### config.mk
export PLATFORM = sky130hd
export DESIGN_NAME = mdm_top
export DESIGN_NICKNAME = d
export VERILOG_FILES = /design/src/mdm_pkg.sv /design/src/mdm_mac.sv /design/src/mdm_divider.sv /design/src/mdm_top.sv
export VERILOG_INCLUDE_DIRS = /design/src /design/src/src
export SDC_FILE = /design/constraint.sdc
export NUM_CORES = 2
export LEC_CHECK = 0
export BUFFER_PORTS_ARGS = -buffer_cell sky130_fd_sc_hd__buf_2
export CAP_MARGIN = 40
export CORE_MARGIN = 3
export CORE_UTILIZATION = 40
export CTS_CLUSTER_SIZE = 14
export DETAILED_ROUTE_END_ITERATION = 16
export SYNTH_ARGS = -nofsm -noshare
export SYNTH_HDL_FRONTEND = slang
export SYNTH_HIERARCHICAL = 1
export SYNTH_SLANG_ARGS = --single-unit
### constraint.sdc
create_clock -name ref_clk -period 18.45 [get_ports ref_clk]
set_clock_uncertainty 0.2 [all_clocks]
set_input_delay 4.6125 -clock ref_clk [delete_from_list [all_inputs] [get_ports ref_clk]]
set_output_delay 4.6125 -clock ref_clk [all_outputs]
set_load 0.005 [all_outputs]
### src/mdm_defines.svh
// Offsets, field positions, reset values and counts of the multiply/divide/accumulate unit
`ifndef MDM_DEFINES_SVH
`define MDM_DEFINES_SVH

`define MDM_OFS_A_LO 20'hFFFF0
`define MDM_OFS_A_HI 20'hFFFF2
`define MDM_OFS_B_LO 20'hFFFF4
`define MDM_OFS_B_HI 20'hFFFF6
`define MDM_OFS_C_LO 20'hF00E0
`define MDM_OFS_C_HI 20'hF00E2
`define MDM_OFS_CTRL 20'hF00E8
`define MDM_OFS_IST 20'hF00EA
`define MDM_OFS_IMASK 20'hF00EC

`define MDM_SEL_A_LO 0
`define MDM_SEL_A_HI 1
`define MDM_SEL_B_LO 2
`define MDM_SEL_B_HI 3
`define MDM_SEL_C_LO 4
`define MDM_SEL_C_HI 5
`define MDM_SEL_CTRL 6
`define MDM_SEL_IST 7
`define MDM_SEL_IMASK 8

`define MDM_CTRL_DIV 7
`define MDM_CTRL_MAC 6
`define MDM_CTRL_SGN 3
`define MDM_CTRL_OVF 2
`define MDM_CTRL_NEG 1
`define MDM_CTRL_GO 0

`define MDM_IST_MUL 0
`define MDM_IST_DIV 1
`define MDM_IST_OVF 2

`define MDM_DATA_RST 16'h0000
`define MDM_IRQ_RST 3'h0
`define MDM_DIV_LAST 6'h1F

`endif

### src/mdm_pkg.sv
// Types shared by the multiply/divide/accumulate unit
package mdm_pkg;

    typedef struct packed {
        logic [19:0] addr;
        logic [15:0] wdata;
        logic wr;
        logic rd;
    } mdm_bus_req_type;

    // Mode code is {div_select, mac_select, signed_select}
    typedef enum logic [2:0] {
        MDM_MUL_U = 3'h0,
        MDM_MUL_S = 3'h1,
        MDM_MAC_U = 3'h2,
        MDM_MAC_S = 3'h3,
        MDM_DIV_IRQ = 3'h4,
        MDM_DIV_QUIET = 3'h6
    } mdm_mode_type;

    typedef enum logic [1:0] {
        MDM_DV_IDLE = 2'h0,
        MDM_DV_RUN = 2'h1,
        MDM_DV_DONE = 2'h3
    } mdm_div_state_type;

    typedef struct packed {
        logic [31:0] quot;
        logic [31:0] rem;
    } mdm_div_res_type;

endpackage

### src/mdm_mac.sv
// Multiplier and accumulate adder with overflow and sign detection
`timescale 1ns/1ps
`default_nettype none
module mdm_mac (
    input wire logic [15:0] multiplicand,
    input wire logic [15:0] multiplier,
    input wire logic [31:0] acc,
    input wire logic sgn,
    output logic [31:0] product,
    output logic [31:0] sum,
    output logic ovf,
    output logic neg
);
    logic [31:0] prod_u;
    logic signed [31:0] prod_s;
    logic [32:0] sum_w;

    assign prod_u = {16'h0000, multiplier} * {16'h0000, multiplicand};
    assign prod_s = $signed(multiplier) * $signed(multiplicand);
    assign product = sgn ? prod_s : prod_u;
    assign sum_w = {1'b0, acc} + {1'b0, product};
    assign sum = sum_w[31:0];

    always_comb begin
        if (sgn) begin
            ovf = (acc[31] == product[31]) && (sum_w[31] != acc[31]);
            neg = sum_w[31];
        end else begin
            ovf = sum_w[32];
            neg = 1'b0;
        end
    end
endmodule // mdm_mac
`default_nettype wire

### src/mdm_divider.sv
// Restoring 32/32 unsigned divider, one quotient bit per clock
`timescale 1ns/1ps
`default_nettype none
`include "mdm_defines.svh"
module mdm_divider (
    input wire logic ref_clk,
    input wire logic rst_n,
    input wire logic start,
    input wire logic [31:0] dividend,
    input wire logic [31:0] divisor,
    output logic done,
    output mdm_pkg::mdm_div_res_type res
);
    mdm_pkg::mdm_div_state_type state_q;
    logic [31:0] rem_q, quot_q, dvs_q, dvd_q;
    logic [5:0] cnt_q;
    logic [32:0] shifted, diff;

    assign shifted = {rem_q, quot_q[31]};
    assign diff = shifted - {1'b0, dvs_q};
    assign done = (state_q == mdm_pkg::MDM_DV_DONE);
    assign res = '{quot: quot_q, rem: rem_q};

    always_ff @(posedge ref_clk) begin
        if (!rst_n) begin
            state_q <= mdm_pkg::MDM_DV_IDLE;
            cnt_q <= 6'h00;
        end else begin
            unique case (state_q)
                mdm_pkg::MDM_DV_IDLE: begin
                    if (start) begin
                        state_q <= mdm_pkg::MDM_DV_RUN;
                    end
                    cnt_q <= 6'h00;
                end
                mdm_pkg::MDM_DV_RUN: begin
                    cnt_q <= cnt_q + 6'h01;
                    if (cnt_q == `MDM_DIV_LAST) begin
                        state_q <= mdm_pkg::MDM_DV_DONE;
                    end
                end
                mdm_pkg::MDM_DV_DONE: begin
                    state_q <= mdm_pkg::MDM_DV_IDLE;
                end
                default: begin
                    state_q <= mdm_pkg::MDM_DV_IDLE;
                end
            endcase
        end
    end

    always_ff @(posedge ref_clk) begin
        if (!rst_n) begin
            rem_q <= 32'h0000_0000;
            quot_q <= 32'h0000_0000;
            dvs_q <= 32'h0000_0000;
            dvd_q <= 32'h0000_0000;
        end else if (state_q == mdm_pkg::MDM_DV_IDLE && start) begin
            rem_q <= 32'h0000_0000;
            quot_q <= dividend;
            dvd_q <= dividend;
            dvs_q <= divisor;
        end else if (state_q == mdm_pkg::MDM_DV_RUN) begin
            if (!diff[32]) begin
                rem_q <= diff[31:0];
                quot_q <= {quot_q[30:0], 1'b1};
            end else begin
                rem_q <= shifted[31:0];
                quot_q <= {quot_q[30:0], 1'b0};
            end
        end
    end
endmodule // mdm_divider
`default_nettype wire

### src/mdm_top.sv
// Register-mapped multiply, multiply-accumulate and divide unit
//
// Strobed register access is this design's own decision.
`timescale 1ns/1ps
`default_nettype none
`include "mdm_defines.svh"
module mdm_top (
    input wire logic ref_clk,
    input wire logic rst_n,
    input wire mdm_pkg::mdm_bus_req_type bus,
    output logic [15:0] rd_data_q,
    output logic irq_q,
    output logic divide_done_irq_q
);
    logic [15:0] a_lo_q, a_hi_q, b_lo_q, b_hi_q, c_lo_q, c_hi_q;
    mdm_pkg::mdm_mode_type mode_q;
    logic ovf_q, neg_q, divide_go_q;
    logic pend_lo_q, pend_hi_q, mul_go_q;
    logic [2:0] ist_q, imask_q;

    logic [8:0] wr_sel, rd_sel;
    logic [2:0] new_mode;
    logic mode_ok, ctrl_wr, div_start, mac_hit;
    logic pend_lo_d, pend_hi_d, mul_go_d;
    logic [2:0] ist_ev, ist_clr;
    logic [15:0] rd_mux;
    logic [31:0] mac_prod, mac_sum;
    logic mac_ovf, mac_neg, div_done;
    mdm_pkg::mdm_div_res_type div_res;

    // Word address decode, shared by writes and reads
    function automatic logic [8:0] reg_dec(input logic [19:0] addr);
        case (addr)
            `MDM_OFS_A_LO: reg_dec = 9'h001;
            `MDM_OFS_A_HI: reg_dec = 9'h002;
            `MDM_OFS_B_LO: reg_dec = 9'h004;
            `MDM_OFS_B_HI: reg_dec = 9'h008;
            `MDM_OFS_C_LO: reg_dec = 9'h010;
            `MDM_OFS_C_HI: reg_dec = 9'h020;
            `MDM_OFS_CTRL: reg_dec = 9'h040;
            `MDM_OFS_IST: reg_dec = 9'h080;
            `MDM_OFS_IMASK: reg_dec = 9'h100;
            default: reg_dec = 9'h000;
        endcase
    endfunction

    function automatic logic legal_mode(input logic [2:0] m);
        legal_mode = (m == mdm_pkg::MDM_MUL_U) || (m == mdm_pkg::MDM_MUL_S) ||
                     (m == mdm_pkg::MDM_MAC_U) || (m == mdm_pkg::MDM_MAC_S) ||
                     (m == mdm_pkg::MDM_DIV_IRQ) || (m == mdm_pkg::MDM_DIV_QUIET);
    endfunction

    assign wr_sel = bus.wr ? reg_dec(bus.addr) : 9'h000;
    assign rd_sel = bus.rd ? reg_dec(bus.addr) : 9'h000;
    assign ctrl_wr = wr_sel[`MDM_SEL_CTRL];
    assign new_mode = {bus.wdata[`MDM_CTRL_DIV], bus.wdata[`MDM_CTRL_MAC], bus.wdata[`MDM_CTRL_SGN]};
    assign mode_ok = legal_mode(new_mode);
    // start only when a division mode is written
    assign div_start = ctrl_wr && mode_ok && new_mode[2] && bus.wdata[`MDM_CTRL_GO] && !divide_go_q;
    assign mac_hit = mul_go_q && mode_q[1] && !mode_q[2];

    // both halves written arms the multiply, except in the division modes
    assign pend_lo_d = pend_lo_q | wr_sel[`MDM_SEL_A_LO];
    assign pend_hi_d = pend_hi_q | wr_sel[`MDM_SEL_A_HI];
    assign mul_go_d = pend_lo_d && pend_hi_d && !mode_q[2];

    assign ist_ev = {mac_hit && mac_ovf, div_done, mul_go_q && !mode_q[2]};
    assign ist_clr = wr_sel[`MDM_SEL_IST] ? bus.wdata[2:0] : 3'h0;

    mdm_mac u_mac (
        .multiplicand(a_lo_q),
        .multiplier(a_hi_q),
        .acc({c_hi_q, c_lo_q}),
        .sgn(mode_q[0]),
        .product(mac_prod),
        .sum(mac_sum),
        .ovf(mac_ovf),
        .neg(mac_neg)
    );

    mdm_divider u_div (
        .ref_clk(ref_clk),
        .rst_n(rst_n),
        .start(div_start),
        .dividend({a_hi_q, a_lo_q}),
        .divisor({b_hi_q, b_lo_q}),
        .done(div_done),
        .res(div_res)
    );

    always_ff @(posedge ref_clk) begin
        if (!rst_n) begin
            a_lo_q <= `MDM_DATA_RST;
            a_hi_q <= `MDM_DATA_RST;
        end else if (div_done) begin
            a_hi_q <= div_res.quot[31:16];
            a_lo_q <= div_res.quot[15:0];
        end else begin
            if (wr_sel[`MDM_SEL_A_LO]) begin
                a_lo_q <= bus.wdata;
            end
            if (wr_sel[`MDM_SEL_A_HI]) begin
                a_hi_q <= bus.wdata;
            end
        end
    end

    always_ff @(posedge ref_clk) begin
        if (!rst_n) begin
            b_lo_q <= `MDM_DATA_RST;
            b_hi_q <= `MDM_DATA_RST;
        end else if (mul_go_q && !mode_q[2]) begin
            b_hi_q <= mac_prod[31:16];
            b_lo_q <= mac_prod[15:0];
        end else begin
            if (wr_sel[`MDM_SEL_B_LO]) begin
                b_lo_q <= bus.wdata;
            end
            if (wr_sel[`MDM_SEL_B_HI]) begin
                b_hi_q <= bus.wdata;
            end
        end
    end

    // remainder or accumulated value into accum_c
    always_ff @(posedge ref_clk) begin
        if (!rst_n) begin
            c_lo_q <= `MDM_DATA_RST;
            c_hi_q <= `MDM_DATA_RST;
        end else if (div_done) begin
            c_hi_q <= div_res.rem[31:16];
            c_lo_q <= div_res.rem[15:0];
        end else if (mac_hit) begin
            c_hi_q <= mac_sum[31:16];
            c_lo_q <= mac_sum[15:0];
        end else begin
            if (wr_sel[`MDM_SEL_C_LO]) begin
                c_lo_q <= bus.wdata;
            end
            if (wr_sel[`MDM_SEL_C_HI]) begin
                c_hi_q <= bus.wdata;
            end
        end
    end

    always_ff @(posedge ref_clk) begin
        if (!rst_n) begin
            mode_q <= mdm_pkg::MDM_MUL_U;
        end else if (ctrl_wr && mode_ok) begin
            mode_q <= mdm_pkg::mdm_mode_type'(new_mode);
        end
    end

    always_ff @(posedge ref_clk) begin
        if (!rst_n) begin
            divide_go_q <= 1'b0;
        end else if (div_start) begin
            divide_go_q <= 1'b1;
        end else if (div_done) begin
            divide_go_q <= 1'b0;
        end
    end

    // Overflow is sticky; a hardware set beats a software clear
    always_ff @(posedge ref_clk) begin
        if (!rst_n) begin
            ovf_q <= 1'b0;
            neg_q <= 1'b0;
        end else begin
            if (mac_hit && mac_ovf) begin
                ovf_q <= 1'b1;
            end else if (ctrl_wr) begin
                ovf_q <= bus.wdata[`MDM_CTRL_OVF];
            end
            if (mac_hit) begin
                neg_q <= mac_neg;
            end
        end
    end

    // one clock from second operand write to product
    always_ff @(posedge ref_clk) begin
        if (!rst_n) begin
            pend_lo_q <= 1'b0;
            pend_hi_q <= 1'b0;
            mul_go_q <= 1'b0;
        end else begin
            mul_go_q <= mul_go_d;
            pend_lo_q <= pend_lo_d && !mul_go_d && !mode_q[2];
            pend_hi_q <= pend_hi_d && !mul_go_d && !mode_q[2];
        end
    end

    // Sticky events, write one to clear, set wins
    always_ff @(posedge ref_clk) begin
        if (!rst_n) begin
            ist_q <= `MDM_IRQ_RST;
            imask_q <= `MDM_IRQ_RST;
            irq_q <= 1'b0;
        end else begin
            ist_q <= (ist_q & ~ist_clr) | ist_ev;
            if (wr_sel[`MDM_SEL_IMASK]) begin
                imask_q <= bus.wdata[2:0];
            end
            irq_q <= |(ist_q & imask_q);
        end
    end

    always_ff @(posedge ref_clk) begin
        if (!rst_n) begin
            divide_done_irq_q <= 1'b0;
        end else begin
            divide_done_irq_q <= div_done && (mode_q == mdm_pkg::MDM_DIV_IRQ);
        end
    end

    always_comb begin
        rd_mux = 16'h0000;
        if (rd_sel[`MDM_SEL_A_LO]) rd_mux = a_lo_q;
        if (rd_sel[`MDM_SEL_A_HI]) rd_mux = a_hi_q;
        if (rd_sel[`MDM_SEL_B_LO]) rd_mux = b_lo_q;
        if (rd_sel[`MDM_SEL_B_HI]) rd_mux = b_hi_q;
        if (rd_sel[`MDM_SEL_C_LO]) rd_mux = c_lo_q;
        if (rd_sel[`MDM_SEL_C_HI]) rd_mux = c_hi_q;
        if (rd_sel[`MDM_SEL_CTRL]) rd_mux = {8'h00, mode_q[2], mode_q[1], 2'h0, mode_q[0], ovf_q, neg_q, divide_go_q};
        if (rd_sel[`MDM_SEL_IST]) rd_mux = {13'h0000, ist_q};
        if (rd_sel[`MDM_SEL_IMASK]) rd_mux = {13'h0000, imask_q};
    end

    always_ff @(posedge ref_clk) begin
        if (!rst_n) begin
            rd_data_q <= 16'h0000;
        end else begin
            rd_data_q <= rd_mux;
        end
    end
endmodule // mdm_top
`default_nettype wire

==> results.sh <==
export IMPL_synthToLayoutAreaGrowth_pct=6.88
export IMPL_insertion_delay_ns=0.55
export IMPL_synth_top_area_share_pct=24.9
export IMPL_total_power_mw=1.09
export IMPL_nFillCells=7272
export IMPL_reg2reg_to="c_hi_q[14]"
export IMPL_ys_flop_type="dfxtp_1"
export IMPL_hold_viol_final=0
export IMPL_firstDrtPassIters=5
export IMPL_peakVddDrop_uv=54.0
export IMPL_synthesis_nets=4166
export IMPL_drive_gt1_share_pct=6.88
export IMPL_ys_ff_latch=233
export IMPL_port_buffers=57
export IMPL_drt_iter0_markers=2281
export IMPL_rsz0062_at_grt="false"
export IMPL_initial_core_util_pct=40.8
export IMPL_place_congestion=0.970
export IMPL_synth_xor_area_share_pct=3.15
export IMPL_cts_tree="built"
export IMPL_reg2reg_depth=31
export IMPL_power_leakage_nw=14.4
export IMPL_synthSimpleGateAreaFrac_pct=15.6
export IMPL_wl_mm=90.3
export IMPL_slowest_delay_ns=0.83
export IMPL_placed_area_um2=30600
export IMPL_maxSlewViolCount=0
export IMPL_grt_pass1_vias=24373
export IMPL_design_area_um2=31500
export IMPL_synth_edff_count=0
export IMPL_fp_dieArea_um2=77000
export IMPL_synth_commonest_cells="549 x inv_1, 426 x nand2_1, 366 x fa_1, 233 x dfxtp_1, 219 x ha_1"
export IMPL_rows=98
export IMPL_grt_max_degree=89
export IMPL_wl_per_cell_um=20.2
export IMPL_cts_root_buffer="clkbuf_16"
export IMPL_min_from="pend_lo_q"
export IMPL_antenna_found_initial=5
export IMPL_overflow=0
export IMPL_power_density_nw_per_um2=34.5
export IMPL_drtAntennaViolNets=0
export IMPL_io_pins=58
export IMPL_worst_path_most_repeated_cell="fa_1"
export IMPL_synth_fa_ha_area_share_pct=34.2
export IMPL_core_area_um2=72200
export IMPL_clock_sinks=233
export IMPL_cts_made_buffers=25
export IMPL_finalSetupViolCount=0
export IMPL_synth_most_common_cell="inv_1"
export IMPL_maxSlewHeadroom_pct=35.7
export IMPL_status="complete, no violations"
export IMPL_regToRegSetupSlack_ns=9.05
export IMPL_hold_path_class="flip-flop to flip-flop"
export IMPL_final_nets=4123
export IMPL_synth_compound_area_share_pct=19.6
export IMPL_cts_max_level=1
export IMPL_hold_depth=1
export IMPL_finish_utilization_pct=43.6
export IMPL_ctsResizeCount=0
export IMPL_hpwl_mm=72.0
export IMPL_holdPathEnd="pend_hi_q"
export IMPL_drc=0
export IMPL_finalCritPeriodShare_pct=50.9
export IMPL_cp_start_kind="flip-flop"
export IMPL_synth_top_cells_by_area="fa_1 25%, dfxtp_1 16%, ha_1 9.3%"
export IMPL_setup_tns_ns=0
export IMPL_grt_usage_pct=23.2
export IMPL_cts_clk_slew_worst_paths_ns=0.07
export IMPL_cp_data_arrival_time_ns=9.61
export IMPL_ys_warn_count=6
export IMPL_synth_top_family_by_area="adder cells"
export IMPL_crit_slowest_cell="dfxtp_1"
export IMPL_die_height_um=277
export IMPL_syn_area_um2=29500
export IMPL_vias=24989
export IMPL_fp_dieW_um=277
export IMPL_async_flop_share_pct=0
export IMPL_required_ns=18.66
export IMPL_syn_inst=3541
export IMPL_grt_pass1_wl_mm=142
export IMPL_path_class="flip-flop to flip-flop"
export IMPL_viasPerCell=5.59
export IMPL_path_max_fanout=19
export IMPL_max_slew_worst_pin_slew_ns=0.954
export IMPL_endpoint_kind="flip-flop"
export IMPL_avgSynthCellArea_um2=8.32
export IMPL_yosys_area_top_type="fa_1"
export IMPL_ys_types=104
export IMPL_clock_path_buffers=3
export IMPL_post_cts_buffers=0
export IMPL_fmaxAchievable_mhz=106
export IMPL_muxShareOfSynthArea_pct=2.12
export IMPL_min_period_ns=9.40
export IMPL_holdBufCountCts=0
export IMPL_ys_seq_area_share_pct=15.8
export IMPL_max_cap_violations=0
export IMPL_r2r_start="a_lo_q[2]"
## area by class of cell
class	count	area, µm²	share of cell area, %
Multi-Input combinational cell	2579	22000	70.0
Sequential cell	233	4670	14.8
Inverter	552	2070	6.58
Tap cell	950	1190	3.77
Timing Repair Buffer	107	673	2.14
Clock buffer	28	657	2.08
Clock inverter	17	204	0.647
Antenna cell	1	2.50	0.00794
## critical path, delay by kind of cell (launching register included)
family	cells	cell delay (ns)
fa+ha+maj	8	3.80
compound gates	14	3.25
simple gates	6	0.84
flops	1	0.83
xor+xnor	1	0.16
mux	1	0.13
buf+inv	1	0.05
## state kept, by name, indices dropped and copies added (netlist names), 2 cells and up
| register | flops |
|---|---|
| mode_q | 3 |
| u_div/dvs_q | 32 |
| u_div/cnt_q | 6 |
| u_div/quot_q | 32 |
| imask_q | 3 |
| ist_q | 3 |
| a_hi_q | 16 |
| u_div/state_q | 2 |
| u_div/rem_q | 32 |
| c_lo_q | 16 |
| c_hi_q | 16 |
| a_lo_q | 16 |
| b_lo_q | 16 |
| rd_data_q | 16 |
| b_hi_q | 16 |
## report_power, final
group | switching (mW) | internal, mW | total, mW
sequential | 0.000000520 | 0.503 | 0.503
clock | 0.227 | 0.313 | 0.540
combinational | 0.0313 | 0.0116 | 0.0429
total | 0.258 | 0.827 | 1.09
## stage by stage
step / worst slack [ns] / instances / hold WS (ns)
after floorplan: 10.07 / 3541 / 0.199
after detailed placement: 9.19 / 4420 / 0.213
after CTS: 9.17 / 4465 / 0.223
after global routing: 8.56 / 4466 / 0.245
final: 9.05 / 4467 / 0.226
after global placement: 9.30 / 4417 / 0.205
## cell usage in the layout (no fill, tap or decap), types with 18 or more instances in the layout
cell type,instances
fa_1,366
a21o_1,48
mux2i_1,50
a211oi_1,51
o21bai_1,24
a21boi_0,35
inv_1,548
o22ai_1,45
xor2_1,45
buf_4,47
nand2b_1,30
nand4_1,31
clkbuf_16,25
and2_1,130
ha_1,219
a21oi_1,204
buf_2,58
nand3_1,37
nand2_1,426
nor3_1,59
o2111ai_1,43
o21ai_0,214
a31oi_1,43
nor2_1,166
dfxtp_1,232
o21a_1,18
xnor2_1,59
## worst max path at each step
stage                     startpoint         end  slack [ns]  cells past startpoint
after detailed placement   a_lo_q[1]  c_hi_q[14]        9.19                     31
final                      a_lo_q[2]  c_hi_q[14]        9.05                     31
after floorplan           a_hi_q[10]    ist_q[2]       10.07                     31
after global routing       a_hi_q[5]  c_hi_q[14]        8.56                     33
after global placement     a_lo_q[1]  c_hi_q[14]        9.30                     31
after CTS                  a_lo_q[1]  c_hi_q[14]        9.17                     31
## cells by family (layout without fill, tap and decap cells)
family          count (synthesis)  in the layout
fa+ha+maj                     585            585
mux                            56             56
flops                         233            233
simple gates                  973            973
other cells                     0              1
xor+xnor                      105            105
buf+inv                       729            704
compound gates                860            860
## routing by layer
layer | vias to the layer above | routed length [µm] | GRT usage, %
met4 | 0 | 2690 | 6.12
li1 | 11736 | - | -
met2 | 920 | 40400 | 36.4
met5 | - | 0 | 0
met3 | 133 | 6030 | 2.38
met1 | 12200 | 41200 | 34.1
Note: power is estimated with default switching activity, not from simulation.
